--- config.mk ---
export PLATFORM = sky130hd
export DESIGN_NAME = nes_seq
export DESIGN_NICKNAME = d
export VERILOG_FILES = /design/src/nes_sync.v /design/src/nes_eng.v /design/src/nes_seq.v
export VERILOG_INCLUDE_DIRS = /design/src
export SDC_FILE = /design/constraint.sdc
export NUM_CORES = 1
export LEC_CHECK = 0
export ABC_AREA = 1
export BUFFER_PORTS_ARGS = -buffer_cell sky130_fd_sc_hd__buf_2
export CAP_MARGIN = 20
export CORE_MARGIN = 3
export CORE_UTILIZATION = 49
export DETAILED_ROUTE_END_ITERATION = 6
export MAX_ROUTING_LAYER = met4
export PLACE_DENSITY = 0.72
export SYNTH_ARGS = -nofsm -noshare
export SYNTH_HDL_FRONTEND = slang
export SYNTH_HIERARCHICAL = 1
export SYNTH_SLANG_ARGS = --single-unit
--- constraint.sdc ---
create_clock -name ref_clk -period 3.5 [get_ports ref_clk]
set_input_delay 0.35 -clock ref_clk [delete_from_list [all_inputs] [get_ports ref_clk]]
set_output_delay 0.35 -clock ref_clk [all_outputs]
set_load 0.03 [all_outputs]
--- src/nes_map.vh ---
// register offsets, fields, command codes and timing values in ns
`ifndef NES_MAP_VH
`define NES_MAP_VH
// word addresses on the register bus, one 32-bit register each
`define NES_OFS_STATUS 4'h0
`define NES_OFS_INDEX 4'h1
`define NES_OFS_PARAM 4'h2
`define NES_OFS_PROT 4'h3
`define NES_OFS_IRQ_STAT 4'h4
`define NES_OFS_IRQ_MASK 4'h5
`define NES_OFS_SEC 4'h6
// status register fields
`define NES_ST_CCF 7
`define NES_ST_ACC 5
`define NES_ST_PV 4
`define NES_ST_VE 1
`define NES_ST_VF 0
// protection register fields
`define NES_PR_FLASH 0
`define NES_PR_EE 1
`define NES_PR_SECT 2
// irq bits
`define NES_IRQ_DONE 0
`define NES_IRQ_ERR 1
// command codes
`define NES_CMD_BLK 8'h09
`define NES_CMD_SECT 8'h0A
`define NES_CMD_UNSEC 8'h0B
// parameter indexes
`define NES_IDX_0 3'h0
`define NES_IDX_1 3'h1
// valid block field values of address [23:16]
`define NES_BLK_FLASH 8'h00
`define NES_BLK_EE 8'h80
// timing
`define NES_ERASE_NS 2000
`define NES_CLK_NS 100
`endif

--- src/nes_sync.v ---
// two flip-flop level synchroniser
`timescale 1ns/10ps
module nes_sync #(
  parameter W = 1
) (
  // clock and reset
  input wire ref_clk,
  input wire rstn,
  // data
  input wire [W-1:0] in_async,
  output wire [W-1:0] out_sync
);
  reg [W-1:0] s1_q;
  reg [W-1:0] s2_q;
  always @(posedge ref_clk or negedge rstn)
  begin
    if (!rstn)
    begin
      s1_q <= {W{1'b0}};
      s2_q <= {W{1'b0}};
    end
    else
    begin
      s1_q <= in_async;
      s2_q <= s1_q;
    end
  end
  assign out_sync = s2_q;
endmodule

--- src/nes_eng.v ---
// erase and verify engine working over the memory array interface
`timescale 1ns/10ps
`include "nes_map.vh"
module nes_eng #(
  parameter CW = 8
) (
  // clock and reset
  input wire ref_clk,
  input wire rstn,
  // control
  input wire start,
  input wire [1:0] scope,
  input wire [CW-1:0] erase_cycles,
  // verify results from the array
  input wire vfy_err,
  input wire vfy_fatal,
  // array strobes
  output reg erase_on,
  output reg vfy_on,
  // result
  output reg done,
  output reg res_err,
  output reg res_fatal
);
  localparam S_IDLE = 2'd0;
  localparam S_ERASE = 2'd1;
  localparam S_VFY = 2'd2;
  reg [1:0] st_q;
  reg [CW-1:0] cnt_q;
  always @(posedge ref_clk or negedge rstn)
  begin
    if (!rstn)
    begin
      st_q <= S_IDLE;
      cnt_q <= {CW{1'b0}};
      erase_on <= 1'b0;
      vfy_on <= 1'b0;
      done <= 1'b0;
      res_err <= 1'b0;
      res_fatal <= 1'b0;
    end
    else
    begin
      done <= 1'b0;
      case (st_q)
        S_IDLE:
        begin
          if (start)
          begin
            st_q <= S_ERASE;
            cnt_q <= erase_cycles;
            erase_on <= 1'b1;
            res_err <= 1'b0;
            res_fatal <= 1'b0;
          end
        end
        S_ERASE:
        begin
          if (cnt_q <= {{(CW-1){1'b0}}, 1'b1})
          begin
            erase_on <= 1'b0;
            vfy_on <= 1'b1;
            st_q <= S_VFY;
          end
          else
          begin
            cnt_q <= cnt_q - {{(CW-1){1'b0}}, 1'b1};
          end
        end
        S_VFY:
        begin
          vfy_on <= 1'b0;
          res_err <= vfy_err | vfy_fatal;
          res_fatal <= vfy_fatal;
          done <= 1'b1;
          st_q <= S_IDLE;
        end
        default:
        begin
          st_q <= S_IDLE;
        end
      endcase
    end
  end
endmodule

--- src/nes_seq.v ---
// erase and unsecure command sequencer with avalon-mm register slave
//
// Local design decisions: the Avalon-MM slave port and the placing of the registers.
`timescale 1ns/10ps
`include "nes_map.vh"
module nes_seq #(
  parameter ERASE_NS = `NES_ERASE_NS
) (
  // clock and reset
  input wire ref_clk,
  input wire rstn,
  // avalon-mm slave
  input wire [3:0] avs_address,
  input wire avs_read,
  input wire avs_write,
  input wire [31:0] avs_writedata,
  output reg [31:0] avs_readdata,
  output reg avs_waitrequest,
  // mode availability pins, one per command: block, sector, unsecure
  input wire [2:0] mode_allow,
  // memory array verify result pins
  input wire vfy_err_pin,
  input wire vfy_fatal_pin,
  // memory array control
  output reg erase_active,
  output reg verify_active,
  output reg [1:0] erase_scope,
  output reg erase_ee,
  output reg [23:0] erase_addr,
  // security and interrupt
  output reg secure_out,
  output reg irq
);
  localparam ECYC = (ERASE_NS + `NES_CLK_NS - 1) / `NES_CLK_NS;
  // three cycles at least: verify pins reach the engine through two flops
  localparam [7:0] ECYC8 = (ECYC < 3) ? 8'h03 : ECYC[7:0];
  localparam SC_BLK = 2'd0;
  localparam SC_SECT = 2'd1;
  localparam SC_ALL = 2'd2;

  // -------------------------------------------------------------
  // pin synchronisers
  // -------------------------------------------------------------
  wire [4:0] pins_s;
  nes_sync #(.W(5)) u_sync (
    .ref_clk(ref_clk),
    .rstn(rstn),
    .in_async({mode_allow, vfy_err_pin, vfy_fatal_pin}),
    .out_sync(pins_s)
  );
  wire [2:0] allow_s = pins_s[4:2];
  wire verr_s = pins_s[1];
  wire vfat_s = pins_s[0];

  // -------------------------------------------------------------
  // registers
  // -------------------------------------------------------------
  reg command_complete_flag_q;
  reg access_error_flag_q;
  reg protection_violation_flag_q;
  reg verify_error_flag_q;
  reg verify_fatal_error_flag_q;
  reg [2:0] param_index_q;
  reg [15:0] command_param_word_q [0:1];
  reg [2:0] prot_q;
  reg [1:0] irq_stat_q;
  reg [1:0] irq_mask_q;
  reg secure_q;
  reg unsec_run_q;
  reg [1:0] scope_q;
  reg eng_start_q;

  wire [7:0] cmd = command_param_word_q[0][15:8];
  wire [7:0] blk = command_param_word_q[0][7:0];
  wire [15:0] alo = command_param_word_q[1];
  // a write acts at the edge that ends the transfer, waitrequest low
  wire wr_acc = avs_write & ~avs_waitrequest;
  // readdata is formed one edge earlier so that it stands at that edge
  wire rd_acc = avs_read & avs_waitrequest;
  wire launch = wr_acc && avs_address == `NES_OFS_STATUS &&
                avs_writedata[`NES_ST_CCF] && command_complete_flag_q;

  // -------------------------------------------------------------
  // launch checks
  // -------------------------------------------------------------
  reg chk_acc;
  reg chk_pv;
  reg known;
  always @*
  begin
    chk_acc = 1'b0;
    chk_pv = 1'b0;
    known = 1'b1;
    if (cmd == `NES_CMD_BLK)
    begin
      chk_acc = (param_index_q != `NES_IDX_1) | ~allow_s[0] |
                (blk != `NES_BLK_FLASH && blk != `NES_BLK_EE);
      chk_pv = blk[7] ? prot_q[`NES_PR_EE] : prot_q[`NES_PR_FLASH];
    end
    else if (cmd == `NES_CMD_SECT)
    begin
      chk_acc = (param_index_q != `NES_IDX_1) | ~allow_s[1] |
                (blk != `NES_BLK_FLASH && blk != `NES_BLK_EE) |
                (alo[1:0] != 2'b00);
      chk_pv = prot_q[`NES_PR_SECT];
    end
    else if (cmd == `NES_CMD_UNSEC)
    begin
      chk_acc = (param_index_q != `NES_IDX_0) | ~allow_s[2];
      chk_pv = |prot_q;
    end
    else
    begin
      // unknown code: refused with an access error
      known = 1'b0;
      chk_acc = 1'b1;
    end
  end

  // -------------------------------------------------------------
  // erase engine
  // -------------------------------------------------------------
  wire e_on;
  wire v_on;
  wire e_done;
  wire e_err;
  wire e_fat;
  nes_eng #(.CW(8)) u_eng (
    .ref_clk(ref_clk),
    .rstn(rstn),
    .start(eng_start_q),
    .scope(scope_q),
    .erase_cycles(ECYC8),
    .vfy_err(verr_s),
    .vfy_fatal(vfat_s),
    .erase_on(e_on),
    .vfy_on(v_on),
    .done(e_done),
    .res_err(e_err),
    .res_fatal(e_fat)
  );

  // -------------------------------------------------------------
  // command and status control
  // -------------------------------------------------------------
  wire launch_bad = launch & (chk_acc | chk_pv);
  wire done_ev = e_done | launch_bad;
  wire err_ev = launch_bad | (e_done & e_err);
  always @(posedge ref_clk or negedge rstn)
  begin
    if (!rstn)
    begin
      command_complete_flag_q <= 1'b1;
      access_error_flag_q <= 1'b0;
      protection_violation_flag_q <= 1'b0;
      verify_error_flag_q <= 1'b0;
      verify_fatal_error_flag_q <= 1'b0;
      param_index_q <= 3'h0;
      command_param_word_q[0] <= 16'h0000;
      command_param_word_q[1] <= 16'h0000;
      prot_q <= 3'h0;
      irq_mask_q <= 2'h0;
      secure_q <= 1'b1;
      unsec_run_q <= 1'b0;
      scope_q <= SC_BLK;
      eng_start_q <= 1'b0;
    end
    else
    begin
      eng_start_q <= 1'b0;
      if (wr_acc && avs_address == `NES_OFS_STATUS)
      begin
        if (avs_writedata[`NES_ST_ACC])
          access_error_flag_q <= 1'b0;
        if (avs_writedata[`NES_ST_PV])
          protection_violation_flag_q <= 1'b0;
      end
      if (launch)
      begin
        // verify flags restart at every launch
        verify_error_flag_q <= 1'b0;
        verify_fatal_error_flag_q <= 1'b0;
        if (chk_acc)
          access_error_flag_q <= 1'b1;
        if (chk_pv && known)
          protection_violation_flag_q <= 1'b1;
        if (!(chk_acc || chk_pv))
        begin
          command_complete_flag_q <= 1'b0;
          eng_start_q <= 1'b1;
          unsec_run_q <= (cmd == `NES_CMD_UNSEC);
          scope_q <= (cmd == `NES_CMD_BLK) ? SC_BLK :
                     (cmd == `NES_CMD_SECT) ? SC_SECT : SC_ALL;
        end
      end
      // writes other than status flag clears are dropped while busy, so an unsecure run is safe
      if (wr_acc && command_complete_flag_q)
      begin
        if (avs_address == `NES_OFS_INDEX)
          param_index_q <= avs_writedata[2:0];
        else if (avs_address == `NES_OFS_PARAM && param_index_q < 3'h2)
          command_param_word_q[param_index_q[0]] <= avs_writedata[15:0];
        else if (avs_address == `NES_OFS_PROT)
          prot_q <= avs_writedata[2:0];
        else if (avs_address == `NES_OFS_IRQ_MASK)
          irq_mask_q <= avs_writedata[1:0];
      end
      if (e_done)
      begin
        command_complete_flag_q <= 1'b1;
        verify_error_flag_q <= e_err;
        verify_fatal_error_flag_q <= e_fat;
        unsec_run_q <= 1'b0;
        // only a clean unsecure run releases security
        if (unsec_run_q && !e_err)
          secure_q <= 1'b0;
      end
    end
  end
  // error at launch: complete stays set, memory untouched

  // -------------------------------------------------------------
  // interrupt status, cleared by read, set wins
  // -------------------------------------------------------------
  // cleared where readdata is formed, so no event slips between
  wire rd_irq = rd_acc && avs_address == `NES_OFS_IRQ_STAT;
  always @(posedge ref_clk or negedge rstn)
  begin
    if (!rstn)
      irq_stat_q <= 2'h0;
    else
      irq_stat_q <= (rd_irq ? 2'h0 : irq_stat_q) | {err_ev, done_ev};
  end

  // -------------------------------------------------------------
  // bus answer and outputs
  // -------------------------------------------------------------
  always @(posedge ref_clk or negedge rstn)
  begin
    if (!rstn)
    begin
      avs_waitrequest <= 1'b1;
      avs_readdata <= 32'h00000000;
      irq <= 1'b0;
      secure_out <= 1'b1;
      erase_active <= 1'b0;
      verify_active <= 1'b0;
      erase_scope <= 2'h0;
      erase_ee <= 1'b0;
      erase_addr <= 24'h000000;
    end
    else
    begin
      // one wait state, then waitrequest low for a single cycle
      avs_waitrequest <= ~((avs_read | avs_write) & avs_waitrequest);
      avs_readdata <= 32'h00000000;
      if (rd_acc)
      begin
        if (avs_address == `NES_OFS_STATUS)
          avs_readdata <= {24'h000000, command_complete_flag_q, 1'b0,
                           access_error_flag_q,
                           protection_violation_flag_q, 2'b00,
                           verify_error_flag_q, verify_fatal_error_flag_q};
        else if (avs_address == `NES_OFS_INDEX)
          avs_readdata <= {29'h00000000, param_index_q};
        else if (avs_address == `NES_OFS_PARAM && param_index_q < 3'h2)
          avs_readdata <= {16'h0000, command_param_word_q[param_index_q[0]]};
        else if (avs_address == `NES_OFS_PROT)
          avs_readdata <= {29'h00000000, prot_q};
        else if (avs_address == `NES_OFS_IRQ_STAT)
          avs_readdata <= {30'h00000000, irq_stat_q};
        else if (avs_address == `NES_OFS_IRQ_MASK)
          avs_readdata <= {30'h00000000, irq_mask_q};
        else if (avs_address == `NES_OFS_SEC)
          avs_readdata <= {31'h00000000, secure_q};
      end
      irq <= |(irq_stat_q & irq_mask_q);
      secure_out <= secure_q;
      erase_active <= e_on;
      verify_active <= v_on;
      erase_scope <= scope_q;
      erase_ee <= blk[7];
      erase_addr <= {blk, alo};
    end
  end
endmodule

# Yosys cells after proc, flatten, opt, wreduce, memory -nomap -nowiden

Cells that the tools add are included.

Bitwise operators: 28
Eq/ne operators: 17
Magnitude comparators: 4
Add/sub/neg operators: 1
Reduce and logical (&&, ||, !) cells: 35
Muxes and demuxes: 61

Operators with widths:

| cell                                                                   | count |
|---|---|
| 16-bit 2-to-1 mux                                                      | 8 |
| 1-bit 2-to-1 mux                                                       | 35 |
| 32-bit bitwise mux                                                     | 1 |
| 8-bit by 4-bit equality test with 1-bit output (second input constant) | 3 |
| 16-bit demux with 1-bit select                                         | 1 |
| 8-bit 2-to-1 mux                                                       | 2 |
| 8-bit case mux with 2 select lines                                     | 1 |
| 2-bit 2-to-1 mux                                                       | 7 |
| 2-bit AND reduction                                                    | 7 |
| 4-bit by 3-bit equality test with 1-bit output (second input constant) | 3 |
| 1-bit OR                                                               | 11 |
| 1-bit logical AND                                                      | 10 |
| 2-bit nonzero test                                                     | 5 |
| 1-bit inverter                                                         | 9 |
| 3-bit AND reduction                                                    | 3 |
| 4-bit by 2-bit equality test with 1-bit output (second input constant) | 2 |
| 8-bit by 1-bit <= comparator with 1-bit output (second input constant) | 1 |
| 8-bit != test (second input constant)                                  | 1 |
| 1-bit case mux with 2 select lines                                     | 4 |
| 8-bit nonzero test                                                     | 1 |
| 8-bit by 1-bit subtractor with 8-bit output (second input constant)    | 1 |
| 1-bit bitwise AND                                                      | 5 |
| 5-bit AND reduction                                                    | 1 |
| 4-bit by 1-bit equality test with 1-bit output (second input constant) | 1 |
| other kinds (21)                                                       | 23 |

Register bits: 141
Word-level logic and storage cells: 179
Input bits: 45
Output and inout port bits: 64

# Logic depth before layout (Yosys ltp)

Depth in word-level cells: 10
Gate-level depth with buffers: 12
Depth with buffers taken out: 12

# Modules after synthesis

Netlist, hierarchy kept.

Modules (own cells, without submodules):

| module   | area each (µm²) | instances | seq. area each (µm²) | cells an instance |
|---|---|---|---|---|
| nes_seq  | 4169.0          | 1         | 2482.4               | 426 |
| nes_eng  | 934.6           | 1         | 375.4                | 114 |
| nes_sync | 250.2           | 1         | 250.2                | 10 |

# Least setup slack after synthesis

No wires, ideal clock.

Path type: register to register
Start: reg param_index_q[2]
End: reg scope_q[1]
Data required time: 3383 ps
Arrival: 1302 ps
Buffers on the path: 0
Cell stages (with the launch flop): 11
Clock period less this slack: 1419 ps
Path slack: 2081 ps
Library setup time: 117 ps
Cell sequence: dfrtp_1 > nor2_1 > nand2_1 > nor2_1 > nand2_1 > nand2_1 > nand2_1 > nor2_1 > nand2_4 > o21ai_1 > inv_1

Cells in the longest elaborated chain, start to end: 9
Elaborated cells between the ends (all ways): 14
Those cells by class: eq/ne: 1; mux: 3; bitwise: 7; reduce/logical: 3

RTL lines:

| what                                                      | line          | text |
|---|---|---|
| from (decl)                                               | nes_seq.v:63  | `reg [2:0] param_index_q;` |
| from (signal assigned)                                    | nes_seq.v:200 | `param_index_q <= avs_writedata[2:0];` |
| 3-bit by 1-bit != test with 1-bit output (no source line) | -             |  |
| 1-bit OR (3 in series)                                    | nes_seq.v:102 | `` chk_acc = (param_index_q != `NES_IDX_1) \| ~allow_s[1] \| `` |
| 1-bit 2-to-1 mux                                          | nes_seq.v:100 | `` else if (cmd == `NES_CMD_SECT) `` |
| 1-bit 2-to-1 mux *                                        | nes_seq.v:94  | `` if (cmd == `NES_CMD_BLK) `` |
| 1-bit logical OR *                                        | nes_seq.v:187 | `if (!(chk_acc \|\| chk_pv))` |
| 1-bit inverter (no source line) *                         | -             |  |
| 2-bit AND reduction (no source line) *                    | -             |  |
| to (signal assigned)                                      | nes_seq.v:192 | `` scope_q <= (cmd == `NES_CMD_BLK) ? SC_BLK : `` |
| to (decl)                                                 | nes_seq.v:70  | `reg [1:0] scope_q;` |

Every way passes the cells marked *; elsewhere a longest branch is shown, timed or not.
A chain may end at the register's enable or synchronous reset.

# Worst setup path after layout

Start: reg param_index_q[2]
End: reg command_param_word_q (netlist bit blk[7])

Cells in the longest elaborated chain, start to end: 3

RTL lines:

| what                                          | line          | text |
|---|---|---|
| 3-bit by 2-bit < comparator with 1-bit output | nes_seq.v:201 | `` else if (avs_address == `NES_OFS_PARAM && param_index_q < 3'h2) `` |
| 1-bit logical AND                             | nes_seq.v:201 |  |
| 3-bit AND reduction (no source line)          | -             |  |
| to (signal, indexed assignment)               | nes_seq.v:202 | `command_param_word_q[param_index_q[0]] <= avs_writedata[15:0];` |
| to (decl)                                     | nes_seq.v:64  | `reg [15:0] command_param_word_q [0:1];` |

Every way passes these cells.

==> run summary <==
Largest stage delay, worst path: 430 ps
Initial DRC Count: 205
critical setup path kind: reg2reg
synthesis-to-layout area growth: 19.44%
DRC Markers: 0
CTS clk-pin slew, worst paths: 60 ps
skew final: 10.43 ps
Lkg Pwr: 0.003365 uW
Worst slew margin: 49.60%
area of the core: 0.01046 mm^2
Post-Layout Cell Count: 798
Hold EP: avs_waitrequest$_DFF_PN1_
Die W: 110.5 um
vias in the first global route: 3919
Routed WL: 10950 um
Initial Util: 51.17%
setup_tns: 0 ps
FILL cells: 894
Synth warnings: 6
Hold Path Depth: 2
number of post-CTS setup repair buffers: 0
antenna viol nets, final: 0
upper clock frequency limit: 514.0 MHz
Rows: 37
WP data required: 3870 ps
Cells after Synth: 550
sequential share of the synthesized area: 58.05%
# nets final: 697
Die Y: 110.5 um
most common cell after layout, fill and taps aside: nand2_1
r2r startpoint: param_index_q[2]$_DFFE_PN0P_
Post-Syn Area: 0.005354 mm^2
Root Buffer: clkbuf_8
ant diodes: 0
flop-to-flop setup slack: 1550 ps
routability cong.: 0.8464
detail-routed via count per cell: 4.878
Routed WL per cell: 13.73 um
maximum number of pins on one net before global-route repair: 60
post-route cell area: 0.006395 mm^2
gr ovfl total: 0
hold_sp: avs_write
crit-path max FO: 32
pwr/cell area: 599.2 mW/mm^2
VDD IR max: 0.2825 mV
first-pass GRT wire length: 18860 um
Total GRT Usage: 19.68%
Critical Path Slowest Stage Cell: nand2_2
CTS tree: done
R2R cell count: 6
pre-CTS WS: 1571 ps
CTS max path bufs: 2
share of cells above drive strength 1: 27.64%
Hold/Removal Path Class: in2reg
max-cap viol count: 0
initial antenna violation count: 0
Net Sw Frac: 28.27%
I/O pins: 109
Worst setup SP type: register
Seq cells post-synth: 124
Comb pwr share: 14.6%
distinct cell type count after synthesis: 37
worst path cell trace: nor2_1, nand3_2, nor2_2, nand2_2, nand2_1, o21ai_2
H-Tree Level Count: 4
arrival time worst endpoint: 2310 ps
internal power: 2748 uW
Worst-Margin Slew: 753.3 ps
status: finished clean
CP top delay family: simple AND/OR/NAND/NOR gates
Tcrit/Tclk final: 55.59%
P_sw: 1083 uW
Post-Place Cells: 760
Seq pwr share: 44.4%
Setup violations, final: 0
Setup WS post-layout: 1554 ps
Placed Area: 0.005789 mm^2
DP Wirelength: 7551 um
clk_lat worst skew: 510 ps
CTS sink count: 124
1st-pass router iterations: 4
clock share of power: 41.0%
vias: 3893
reg2reg end: blk[7]$_DFFE_PN0P_
Pins Over Slew Limit: 0
Synth Area per Inst: 9.734 um^2
unrepaired setup endpoints after global routing: false
DIE AREA: 0.01222 mm^2
cts bufs inserted: 17
WP buf/inv: 0
most frequent cells in the layout: nand2_1 (134), dfrtp_1 (120), buf_2 (75)
endpoint class of the critical path: register
Layout Utilization: 61.12%
number of port buffers: 76
min Tclk post-route: 1946 ps
final hold vios: 0
registers in the layout, summed over array words and instances (netlist names), 5 cells and up:
name / cells
u_sync/out_sync: 5
avs_readdata: 16
erase_addr: 24
u_sync/s1_q: 5
blk: 8
u_eng/cnt_q: 8
cmd: 8
alo: 16
worst max path at each step:
| stage | cells past startpoint | to | startpoint |
|---|---|---|---|
| CTS | 6 | blk[7]$_DFFE_PN0P_ | param_index_q[2]$_DFFE_PN0P_ |
| global placement | 6 | alo[11]$_DFFE_PN0P_ | param_index_q[2]$_DFFE_PN0P_ |
| detailed placement | 8 | alo[15]$_DFFE_PN0P_ | avs_address[1] |
| floorplan | 10 | scope_q[1]$_DFFE_PN0P_ | param_index_q[2]$_DFFE_PN0P_ |
| finish | 6 | blk[7]$_DFFE_PN0P_ | param_index_q[2]$_DFFE_PN0P_ |
| global route | 8 | irq_stat_q[1]$_DFF_PN0_ | param_index_q[0]$_DFFE_PN0P_ |
synthesized netlist by cell type:
cell type | count | area [um^2]
nand2_1 | 134 | 503.0
nand3_1 | 30 | 150.1
conb_1 | 2 | 7.510
nand3b_1 | 1 | 7.510
inv_2 | 4 | 15.01
dfstp_2 | 4 | 105.1
inv_1 | 55 | 206.5
nor2_1 | 41 | 153.9
nor2_2 | 3 | 18.77
nand3_4 | 1 | 17.52
o21ai_0 | 25 | 125.1
buf_8 | 1 | 15.01
buf_2 | 1 | 5.000
a31oi_1 | 1 | 6.260
ha_1 | 2 | 25.02
nor3_4 | 1 | 16.27
o21ai_2 | 35 | 306.5
dfrtp_1 | 120 | 3003
clkbuf_1 | 2 | 7.510
nand4_4 | 1 | 21.27
nor3_1 | 3 | 15.01
a21oi_1 | 19 | 95.09
o211ai_1 | 2 | 15.01
o31ai_1 | 1 | 7.510
a22o_1 | 1 | 8.760
buf_6 | 6 | 67.56
nand2_4 | 5 | 56.30
nand3_2 | 5 | 50.05
nor2_4 | 4 | 45.04
nand4_1 | 4 | 25.02
xor2_1 | 2 | 17.52
buf_4 | 17 | 127.6
a211oi_1 | 1 | 7.510
inv_6 | 1 | 8.760
o21ai_1 | 2 | 10.01
or2_2 | 4 | 25.02
nand2_2 | 9 | 56.30
cells by family after synthesis:
logic type | after synthesis | share of synthesized area (%)
DFF | 124 | 58.05
other | 2 | 0.1403
buffers and inverters | 87 | 8.460
and+or+nand+nor | 246 | 21.69
adders and majority gates | 2 | 0.4673
AOI/OAI and AO/OA | 87 | 10.87
xor gates and xnor gates | 2 | 0.3272
through the flow:
stage	power (uW)	hold WS, ps
after floorplan	2108	54.41
after global placement	2254	336.4
after detailed placement	2273	346.5
after CTS	3862	15.19
after global routing	4012	33.27
final	3832	33.86
power by group through the flow:
stage	logic [uW]	registers (uW)	clock network (uW)
finish	560	1700	1570
floorplan	333	1770	0
global placement	541	1710	0
CTS	566	1700	1600
global route	628	1720	1660
detailed placement	553	1720	0
layout make-up:
| class | instances | area, um^2 | area share, % |
|---|---|---|---|
| clock buffer | 24 | 470.5 | 7.357 |
| sequential | 124 | 3108 | 48.60 |
| inverter | 60 | 230.2 | 3.600 |
| tap | 136 | 170.2 | 2.661 |
| multi-input combinational | 361 | 1876 | 29.33 |
| clock inverter | 7 | 65.06 | 1.017 |
| timing repair buffer | 86 | 475.5 | 7.435 |
repair_timing:
| item | in CTS | in global routing |
|---|---|---|
| resized for setup | 0 | 0 |
| hold buffers | 7 | 0 |
| hold endpoints to repair | 62 | 0 |
metal layers:
layer  track usage (%)  wire length (um)  vias to the layer above
li1                  -                 -                     1914
met1             24.63              4859                     1862
met2             31.23              5434                      101
met3             4.986               487                       16
met4             7.061               173                        0
met5                 -                 0                        -
No activity file was read; power rests on OpenSTA's default activity.
